File: src/ipg_pkg.sv
// Register map, field layout and constants of the input gain control block
package ipg_pkg;
    // Register addresses as seen on the control port
    localparam logic [7:0] IPG_LEFT_GAIN_ADDR = 8'h2c;
    localparam logic [7:0] IPG_RIGHT_GAIN_ADDR = 8'h2d;
    localparam logic [7:0] IPG_LEFT_CFG_ADDR = 8'h2e;
    localparam logic [7:0] IPG_RIGHT_CFG_ADDR = 8'h2f;

    // Field positions
    localparam int IPG_VOL_LSB = 0;
    localparam int IPG_VOL_W = 5;
    localparam int IPG_MUTE_BIT = 7;
    localparam int IPG_MODE_LSB = 0;
    localparam int IPG_SELP_LSB = 2;
    localparam int IPG_SELN_LSB = 4;
    localparam int IPG_CM_BIT = 6;

    // Reset values and writable bits
    localparam logic [15:0] IPG_GAIN_RST = 16'h0085;
    localparam logic [15:0] IPG_CFG_RST = 16'h0044;
    localparam logic [15:0] IPG_GAIN_MASK = 16'h009f;
    localparam logic [15:0] IPG_CFG_MASK = 16'h007f;
    localparam logic [15:0] IPG_RD_IDLE = 16'h0000;

    // Gain values in tenths of a dB, two's complement, and the volume codes they belong to
    localparam logic signed [9:0] IPG_SE_BOOST = 10'h03c;
    localparam logic signed [9:0] IPG_MIC_MAX = 10'h12c;
    localparam logic [4:0] IPG_MIC_TOP_CODE = 5'h07;
    localparam logic [4:0] IPG_VOL_UNITY = 5'h05;
    localparam logic [4:0] IPG_VOL_TOP = 5'h1f;
    localparam logic signed [9:0] IPG_LINE_TOP = 10'h11b;
    localparam logic signed [9:0] IPG_GAIN_ZERO = 10'h000;

    typedef enum logic [1:0] {
        IPG_SINGLE = 2'b00,
        IPG_DIFF_LINE = 2'b01,
        IPG_DIFF_MIC = 2'b10,
        IPG_MODE_RSVD = 2'b11
    } ipg_mode_t;
endpackage

File: src/ipg_gain_decode.sv
// Maps a volume code and input mode onto the amplifier gain
`timescale 1ns/1ns
module ipg_gain_decode
    import ipg_pkg::*;
(
    // Settings
    input wire logic [4:0] code,
    input wire ipg_pkg::ipg_mode_t mode,
    // Decoded gain
    output logic signed [9:0] gain_db10,
    output logic code_bad
);
    logic signed [9:0] line_gain;
    logic signed [9:0] mic_gain;

    // Non-linear line/single-ended table, unity at code 5
    always_comb begin
        case (code)
            5'h00: line_gain = 10'h3f1;
            5'h01: line_gain = 10'h3f3;
            5'h02: line_gain = 10'h3f6;
            5'h03: line_gain = 10'h3f9;
            5'h04: line_gain = 10'h3fd;
            5'h05: line_gain = 10'h000;
            5'h06: line_gain = 10'h003;
            5'h07: line_gain = 10'h007;
            5'h08: line_gain = 10'h00a;
            5'h09: line_gain = 10'h00e;
            5'h0a: line_gain = 10'h012;
            5'h0b: line_gain = 10'h017;
            5'h0c: line_gain = 10'h01b;
            5'h0d: line_gain = 10'h020;
            5'h0e: line_gain = 10'h025;
            5'h0f: line_gain = 10'h02a;
            5'h10: line_gain = 10'h030;
            5'h11: line_gain = 10'h036;
            5'h12: line_gain = 10'h03c;
            5'h13: line_gain = 10'h043;
            5'h14: line_gain = 10'h04b;
            5'h15: line_gain = 10'h053;
            5'h16: line_gain = 10'h05c;
            5'h17: line_gain = 10'h066;
            5'h18: line_gain = 10'h072;
            5'h19: line_gain = 10'h07f;
            5'h1a: line_gain = 10'h08f;
            5'h1b: line_gain = 10'h0a2;
            5'h1c: line_gain = 10'h0c0;
            5'h1d: line_gain = 10'h0df;
            5'h1e: line_gain = 10'h0fc;
            default: line_gain = 10'h11b;
        endcase
    end

    // Microphone mode: 3 dB steps from code 1, saturating at code 7
    always_comb begin
        case (code)
            5'h01: mic_gain = 10'h078;
            5'h02: mic_gain = 10'h096;
            5'h03: mic_gain = 10'h0b4;
            5'h04: mic_gain = 10'h0d2;
            5'h05: mic_gain = 10'h0f0;
            5'h06: mic_gain = 10'h10e;
            5'h00: mic_gain = 10'h078;
            default: mic_gain = IPG_MIC_MAX;
        endcase
    end

    always_comb begin
        code_bad = 1'b0;
        case (mode)
            IPG_SINGLE: gain_db10 = line_gain + IPG_SE_BOOST;
            IPG_DIFF_LINE: gain_db10 = line_gain;
            IPG_DIFF_MIC: begin
                gain_db10 = mic_gain;
                // Code 0 has no valid gain here; flagged, not fixed up
                code_bad = (code == 5'h00);
            end
            default: gain_db10 = line_gain;
        endcase
    end
endmodule

File: src/ipg_gain_ctrl.sv
// Register bank and decoded settings for the stereo input amplifiers
//
// Design decision made here: the strobed register port.
`timescale 1ns/1ns
module ipg_gain_ctrl (
    // Clock and reset
    input wire logic ref_clk,
    input wire logic rst_n,
    // Register port
    input wire logic [7:0] addr,
    input wire logic [15:0] wr_data,
    input wire logic wr_en,
    input wire logic rd_en,
    output logic [15:0] rd_data,
    // Left channel settings
    output logic [4:0] left_gain_code,
    output logic signed [9:0] left_gain_db10,
    output logic left_silence,
    output logic left_common_reject_on,
    output logic left_code_bad,
    // Right channel settings
    output logic [4:0] right_gain_code,
    output logic signed [9:0] right_gain_db10,
    output logic right_silence,
    output logic right_common_reject_on,
    output logic right_code_bad
);
    import ipg_pkg::*;

    logic [15:0] gain_reg [2];
    logic [15:0] cfg_reg [2];
    logic [15:0] next_rd_data;
    logic [4:0] code_q [2];
    logic signed [9:0] db_q [2];
    logic silence_q [2];
    logic cm_q [2];
    logic bad_q [2];

    for (genvar ch = 0; ch < 2; ch++) begin : g_ch
        logic [7:0] gain_addr;
        logic [7:0] cfg_addr;
        logic [15:0] next_gain;
        logic [15:0] next_cfg;
        logic [4:0] code;
        ipg_mode_t mode;
        logic signed [9:0] dec_gain;
        logic dec_bad;
        logic next_cm;

        assign gain_addr = (ch == 0) ? IPG_LEFT_GAIN_ADDR
            : IPG_RIGHT_GAIN_ADDR;
        assign cfg_addr = (ch == 0) ? IPG_LEFT_CFG_ADDR : IPG_RIGHT_CFG_ADDR;
        assign code = gain_reg[ch][IPG_VOL_LSB +: IPG_VOL_W];
        assign mode = ipg_mode_t'(cfg_reg[ch][IPG_MODE_LSB +: 2]);

        // Each register is decoded on its own address only
        always_comb begin
            next_gain = gain_reg[ch];
            next_cfg = cfg_reg[ch];
            if (wr_en && addr == gain_addr) begin
                next_gain = wr_data & IPG_GAIN_MASK;
            end
            if (wr_en && addr == cfg_addr) begin
                next_cfg = wr_data & IPG_CFG_MASK;
            end
        end

        always_ff @(posedge ref_clk) begin
            if (!rst_n) begin
                gain_reg[ch] <= IPG_GAIN_RST;
                cfg_reg[ch] <= IPG_CFG_RST;
            end else begin
                gain_reg[ch] <= next_gain;
                cfg_reg[ch] <= next_cfg;
            end
        end

        ipg_gain_decode u_dec (
            .code(code),
            .mode(mode),
            .gain_db10(dec_gain),
            .code_bad(dec_bad)
        );

        // Bit is kept in any mode but only acts in line mode
        always_comb begin
            next_cm = cfg_reg[ch][IPG_CM_BIT]
                && (mode == IPG_DIFF_LINE);
        end

        // Settings follow the registers one edge later, glitch free
        always_ff @(posedge ref_clk) begin
            if (!rst_n) begin
                code_q[ch] <= IPG_GAIN_RST[IPG_VOL_LSB +: IPG_VOL_W];
                db_q[ch] <= IPG_SE_BOOST;
                silence_q[ch] <= 1'b1;
                cm_q[ch] <= 1'b0;
                bad_q[ch] <= 1'b0;
            end else begin
                code_q[ch] <= code;
                db_q[ch] <= dec_gain;
                silence_q[ch] <= gain_reg[ch][IPG_MUTE_BIT];
                cm_q[ch] <= next_cm;
                bad_q[ch] <= dec_bad;
            end
        end
    end

    // Read path: unmapped addresses read zero
    always_comb begin
        next_rd_data = IPG_RD_IDLE;
        if (rd_en) begin
            case (addr)
                IPG_LEFT_GAIN_ADDR: next_rd_data = gain_reg[0];
                IPG_RIGHT_GAIN_ADDR: next_rd_data = gain_reg[1];
                IPG_LEFT_CFG_ADDR: next_rd_data = cfg_reg[0];
                IPG_RIGHT_CFG_ADDR: next_rd_data = cfg_reg[1];
                default: next_rd_data = IPG_RD_IDLE;
            endcase
        end
    end

    always_ff @(posedge ref_clk) begin
        if (!rst_n) begin
            rd_data <= IPG_RD_IDLE;
        end else begin
            rd_data <= next_rd_data;
        end
    end

    assign left_gain_code = code_q[0];
    assign left_gain_db10 = db_q[0];
    assign left_silence = silence_q[0];
    assign left_common_reject_on = cm_q[0];
    assign left_code_bad = bad_q[0];
    assign right_gain_code = code_q[1];
    assign right_gain_db10 = db_q[1];
    assign right_silence = silence_q[1];
    assign right_common_reject_on = cm_q[1];
    assign right_code_bad = bad_q[1];

    left_vol_follow_a: assert property (
        @(posedge ref_clk) disable iff (!rst_n)
        (wr_en && addr == IPG_LEFT_GAIN_ADDR)
            ##1 !(wr_en && addr == IPG_LEFT_GAIN_ADDR)
            |=> left_gain_code == $past(wr_data[4:0], 2))
        else $error("left volume code not applied");

    right_vol_follow_a: assert property (
        @(posedge ref_clk) disable iff (!rst_n)
        (wr_en && addr == IPG_RIGHT_GAIN_ADDR)
            ##1 !(wr_en && addr == IPG_RIGHT_GAIN_ADDR)
            |=> right_gain_code == $past(wr_data[4:0], 2))
        else $error("right volume code not applied");

    mute_follow_a: assert property (
        @(posedge ref_clk) disable iff (!rst_n)
        (wr_en && addr == IPG_LEFT_GAIN_ADDR)
            ##1 !(wr_en && addr == IPG_LEFT_GAIN_ADDR)
            |=> left_silence == $past(wr_data[IPG_MUTE_BIT], 2))
        else $error("left mute not applied");

    channel_isolation_a: assert property (
        @(posedge ref_clk) disable iff (!rst_n)
        (wr_en && (addr == IPG_LEFT_GAIN_ADDR || addr == IPG_LEFT_CFG_ADDR))
            |=> ##1 $stable(right_gain_db10) && $stable(right_silence)
            && $stable(right_common_reject_on))
        else $error("left write disturbed right channel");

    line_unity_a: assert property (
        @(posedge ref_clk) disable iff (!rst_n)
        (g_ch[0].mode == IPG_DIFF_LINE && g_ch[0].code == IPG_VOL_UNITY)
            |=> left_gain_db10 == IPG_GAIN_ZERO)
        else $error("line mode unity code not 0 dB");

    line_top_a: assert property (
        @(posedge ref_clk) disable iff (!rst_n)
        (g_ch[1].mode == IPG_DIFF_LINE && g_ch[1].code == IPG_VOL_TOP)
            |=> right_gain_db10 == IPG_LINE_TOP)
        else $error("line mode top code wrong");

    mic_saturate_a: assert property (
        @(posedge ref_clk) disable iff (!rst_n)
        (g_ch[0].mode == IPG_DIFF_MIC && g_ch[0].code >= IPG_MIC_TOP_CODE)
            |=> left_gain_db10 == IPG_MIC_MAX)
        else $error("mic gain not saturated");

    single_boost_a: assert property (
        @(posedge ref_clk) disable iff (!rst_n)
        (g_ch[1].mode == IPG_SINGLE && g_ch[1].code == IPG_VOL_UNITY)
            |=> right_gain_db10 == IPG_SE_BOOST)
        else $error("single-ended boost missing");

    cm_gate_a: assert property (
        @(posedge ref_clk) disable iff (!rst_n)
        1'b1 |=> left_common_reject_on == ($past(cfg_reg[0][IPG_CM_BIT])
            && $past(cfg_reg[0][1:0]) == IPG_DIFF_LINE))
        else $error("common-mode enable not gated by mode");

    mode_readback_a: assert property (
        @(posedge ref_clk) disable iff (!rst_n)
        (rd_en && addr == IPG_RIGHT_CFG_ADDR) |=>
            rd_data[1:0] == $past(cfg_reg[1][1:0]))
        else $error("mode field readback wrong");

    right_mute_follow_a: assert property (
        @(posedge ref_clk) disable iff (!rst_n)
        (wr_en && addr == IPG_RIGHT_GAIN_ADDR)
            ##1 !(wr_en && addr == IPG_RIGHT_GAIN_ADDR)
            |=> right_silence == $past(wr_data[IPG_MUTE_BIT], 2))
        else $error("right mute not applied");

    right_isolation_a: assert property (
        @(posedge ref_clk) disable iff (!rst_n)
        (wr_en && (addr == IPG_RIGHT_GAIN_ADDR || addr == IPG_RIGHT_CFG_ADDR))
            |=> ##1 $stable(left_gain_db10) && $stable(left_silence)
            && $stable(left_common_reject_on) && $stable(left_gain_code))
        else $error("right write disturbed left channel");

    left_mic_low_a: assert property (
        @(posedge ref_clk) disable iff (!rst_n)
        (g_ch[0].mode == IPG_DIFF_MIC && g_ch[0].code == 5'h01)
            |=> left_gain_db10 == 10'h078)
        else $error("mic mode lowest code not 12 dB");

    right_mic_step_a: assert property (
        @(posedge ref_clk) disable iff (!rst_n)
        (g_ch[1].mode == IPG_DIFF_MIC && g_ch[1].code == 5'h04)
            |=> right_gain_db10 == 10'h0d2)
        else $error("mic mode step wrong");

    left_line_bottom_a: assert property (
        @(posedge ref_clk) disable iff (!rst_n)
        (g_ch[0].mode == IPG_DIFF_LINE && g_ch[0].code == 5'h00)
            |=> left_gain_db10 == 10'h3f1)
        else $error("line mode bottom code wrong");

    left_se_boost_a: assert property (
        @(posedge ref_clk) disable iff (!rst_n)
        (g_ch[0].mode == IPG_SINGLE && g_ch[0].code == IPG_VOL_UNITY)
            |=> left_gain_db10 == IPG_SE_BOOST)
        else $error("left single-ended boost missing");

    right_line_unity_a: assert property (
        @(posedge ref_clk) disable iff (!rst_n)
        (g_ch[1].mode == IPG_DIFF_LINE && g_ch[1].code == IPG_VOL_UNITY)
            |=> right_gain_db10 == IPG_GAIN_ZERO)
        else $error("right line mode unity code not 0 dB");

    right_cm_gate_a: assert property (
        @(posedge ref_clk) disable iff (!rst_n)
        1'b1 |=> right_common_reject_on == ($past(cfg_reg[1][IPG_CM_BIT])
            && $past(cfg_reg[1][1:0]) == IPG_DIFF_LINE))
        else $error("right common-mode enable not gated by mode");

    left_mode_readback_a: assert property (
        @(posedge ref_clk) disable iff (!rst_n)
        (rd_en && addr == IPG_LEFT_CFG_ADDR) |=>
            rd_data[1:0] == $past(cfg_reg[0][1:0]))
        else $error("left mode field readback wrong");

    gain_mask_read_a: assert property (
        @(posedge ref_clk) disable iff (!rst_n)
        (rd_en && addr == IPG_LEFT_GAIN_ADDR) |=>
            rd_data[15:8] == 8'h00 && rd_data[6:5] == 2'b00)
        else $error("unused gain bits read back set");

    left_bad_flag_a: assert property (
        @(posedge ref_clk) disable iff (!rst_n)
        (g_ch[0].mode == IPG_DIFF_MIC && g_ch[0].code == 5'h00)
            |=> left_code_bad)
        else $error("left illegal mic code not flagged");

    right_bad_flag_a: assert property (
        @(posedge ref_clk) disable iff (!rst_n)
        (g_ch[1].mode == IPG_DIFF_MIC && g_ch[1].code == 5'h00)
            |=> right_code_bad)
        else $error("right illegal mic code not flagged");

    // Reset is synchronous, so the outputs settle one edge into it
    reset_outputs_a: assert property (
        @(posedge ref_clk)
        !rst_n |=> left_silence && right_silence
            && left_gain_code == IPG_VOL_UNITY
            && right_gain_code == IPG_VOL_UNITY)
        else $error("outputs not at reset values");

    reset_config_a: assert property (
        @(posedge ref_clk)
        !rst_n |=> cfg_reg[0][IPG_CM_BIT] && cfg_reg[1][IPG_CM_BIT]
            && g_ch[0].mode == IPG_SINGLE && g_ch[1].mode == IPG_SINGLE)
        else $error("config registers not at reset values");
endmodule

File: config.mk
export PLATFORM = sky130hd
export DESIGN_NAME = ipg_gain_ctrl
export DESIGN_NICKNAME = d
export VERILOG_FILES = /design/src/ipg_pkg.sv /design/src/ipg_gain_decode.sv /design/src/ipg_gain_ctrl.sv
export SDC_FILE = /design/constraint.sdc
export NUM_CORES = 1
export LEC_CHECK = 0
export BUFFER_PORTS_ARGS = -buffer_cell sky130_fd_sc_hd__buf_2
export CAP_MARGIN = 25
export CELL_PAD_IN_SITES_DETAIL_PLACEMENT = 2
export CELL_PAD_IN_SITES_GLOBAL_PLACEMENT = 2
export CORE_ASPECT_RATIO = 1.1
export CORE_MARGIN = 3
export CORE_UTILIZATION = 34
export CTS_CLUSTER_DIAMETER = 30
export DETAILED_ROUTE_END_ITERATION = 8
export PLACE_DENSITY_LB_ADDON = 0.1
export SETUP_SLACK_MARGIN = 0.1
export SLEW_MARGIN = 20
export SYNTH_ARGS = -nofsm -noshare
export SYNTH_HDL_FRONTEND = slang
export SYNTH_SLANG_ARGS = --single-unit
File: constraint.sdc
create_clock -name ref_clk -period 7.1 [get_ports ref_clk]
set_input_delay 0.71 -clock ref_clk [delete_from_list [all_inputs] [get_ports ref_clk]]
set_output_delay 0.71 -clock ref_clk [all_outputs]
set_load 0.05 [all_outputs]
==> metrics <==
Initial Util 35.0%; max cap viols 0; gr ovfl total 0; vias in the first global route 4283; CORE AREA 11500 µm²; num rows 41; clock tree buffer depth 2; Clock Sinks 70; layout cell share with drive strength beyond 1 17.9%; routed wire length 14200 µm; largest cells by area after synthesis dfxtp_1 (35%), nand2_1 (5.5%), nand3_1 (5.3%); Placed Area 4400 µm²; Setup Fix Bufs, Post-CTS 0; FMAX 310 MHz; Clk network pwr share 51.4%; fin area 4710 µm²; synth cell count leaders dfxtp_1 (70), nand2_1 (59), nand3_1 (43), nor2_1 (42), a21oi_1 (38); final period utilization 45.4%; post-synth top area cell dfxtp_1; wire length per cell 20.0 µm; final setup TNS 0 ns; final std cells w/o fill 710; Post-CTS Resized 0; number of diodes 0; Synth Area per Inst 7.93 µm²; clock-pin slew on the worst setup and hold paths 0.06 ns; share of flip-flops with an asynchronous set or reset 0%; DR vias/cell 5.65; post-layout total power 0.000897 W; final antenna-violating net count 0; Leak Pwr 1.87 nW; Max-slew headroom 41.3%; Setup violations, final 0; kind of critical path flip-flop to flip-flop; count of input and output buffers 63; max-slew violations 0; Place WS 3.91 ns; Critical Path RT 7.33 ns; Synth Warn # 0; count of state elements after synthesis 70; max reg flops 20; Fin Clk Skew 0.00796 ns; die width 110 µm; Worst Path Arrival 3.45 ns; Max IR drop VDD 0.0000897 V; final hold violations 0; die area 13200 µm²; DRC 0; worst-margin pin slew 0.867 ns; dpl hpwl 9970 µm; Min-Delay Path Class flip-flop to flip-flop; drt initial violations 154; Final Wtd Congestion 0.863; Mapped Area 4050 µm²; ys flop type dfxtp_1; largest net degree at the start of global routing 35; post-synthesis cell type count 69; pwr/cell area 190 nW/µm²; status completed; IO Pins 80; Net Sw Power 0.000219 W; H-tree depth 3; hold path depth 2; Synth Instances 510; Max FO, Critical Path 11; via count 4013; placed insts 693; Combinational Power Share 4.6%; Sw Ratio 24.5%; GR Util All Layers 22.5%; post-synthesis sequential area ratio 34.6%; number of synthesized flops with an enable pin 0; post-synth top area share 34.6%; worst skew pair latency 0.35 ns; cells on worst reg2reg path 9; startpoint class of the critical path flip-flop; Root Buffer clkbuf_16; synthesis-to-finish area growth 16.5%; # hold bufs at CTS 0; first-pass GRT wire length 23100 µm; setup ws final 3.88 ns; die height 120 µm; most common cell in the netlist dfxtp_1; CTS Buf Count 9; min Tclk post-route 3.22 ns; Pint 0.000677 W; fraction of power consumed by sequential logic 44.0%; Crit. End Element flip-flop; CTS tree done; # nets final 600; initial antenna violation count 0; RSZ-0062 raised after global routing no; DR pass1 iterations 5
[placed cells by master (no fill, tap or decap), drive strengths merged, types with 3 or more instances in the layout]
master	synthesis	final
a21o	3	3
mux2i	6	6
xor2	3	3
nor4	4	4
o311ai	3	3
and3	4	4
nand3	43	43
o211ai	3	3
o21ai	24	24
xnor2	4	4
ha	17	17
conb	1	8
o2111ai	6	6
nor3b	4	4
dfxtp	70	70
a21boi	3	3
a22oi	15	15
mux4	3	3
nor4b	3	3
nor2	42	42
inv	16	17
a21oi	38	38
nand2	59	59
nor3	13	13
clkinv	1	3
nand3b	5	5
a211oi	6	6
and2	6	6
o22ai	7	7
buf	28	71
nor2b	6	6
clkbuf	16	10
nand2b	13	13
[per-stage QoR]
stage	hold WS [ns]	utilization (%)
after global routing	0.483	40.8
after floorplan	0.427	-
after global placement	0.443	38.1
after CTS	0.461	40.7
after detailed placement	0.451	38.1
final	0.461	40.8
[worst max-delay path: stages (launching register included)]
cell	delay, ns
dfxtp_1	0.57
inv_1	0.25
ha_1	0.33
inv_1	0.14
nor2_1	0.05
o311ai_1	0.77
ha_1	0.33
nand3_1	0.12
and3_1	0.22
o31a_1	0.31
[final timing paths]
path | slack (ns) | to | startpoint
hold / removal | 0.46 | cfg_reg[1][3] | cfg_reg[1][3]
setup reg to reg | 3.88 | db_q[0][6] | gain_reg[0][1]
hold reg to reg | 0.46 | cfg_reg[1][3] | cfg_reg[1][3]
setup / recovery | 3.88 | db_q[0][6] | gain_reg[0][1]
[power groups by stage]
stage	Clock, W	Sequential [W]	Combinational (W)
after global routing	0.000490	0.000394	0.0000444
after detailed placement	0	0.000403	0.0000412
final	0.000461	0.000394	0.0000412
after global placement	0	0.000403	0.0000402
after CTS	0.000469	0.000394	0.0000413
after floorplan	0	0.000406	0.0000272
[cell type report]
cell class / count / area (µm²)
sequential: 70 / 1400
clock inverter: 6 / 71.3
tap: 150 / 188
fill: 1354 / 6830
timing repair buffer: 71 / 379
clock buffer: 10 / 229
inverter: 17 / 63.8
multi-input combinational: 386 / 2380
[per-layer routing]
metal | part of all wire (%) | track usage, % | vias to the layer above
li1 | - | - | 1907
met1 | 42 | 26.7 | 2022
met2 | 54 | 40.2 | 62
met3 | 2.3 | 3.52 | 22
met4 | 2.3 | 8.57 | 0
met5 | 0 | 0 | -
[cell families (layout without fill, tap and decap cells)]
| group | Yosys count | after routing | share of synthesized area [%] |
|---|---|---|---|
| AND/OR/NAND/NOR | 213 | 213 | 26.5 |
| XOR/XNOR | 7 | 7 | 1.52 |
| multiplexers | 9 | 9 | 3.15 |
| flip-flops | 70 | 70 | 34.6 |
| other | 1 | 8 | 0.0927 |
| adder cells (fa/ha/maj) | 17 | 17 | 5.26 |
| AO/OA/AOI/OAI | 132 | 132 | 21.7 |
| buffers and inverters | 61 | 104 | 7.11 |
Note: power is estimated with default switching activity, not from simulation.
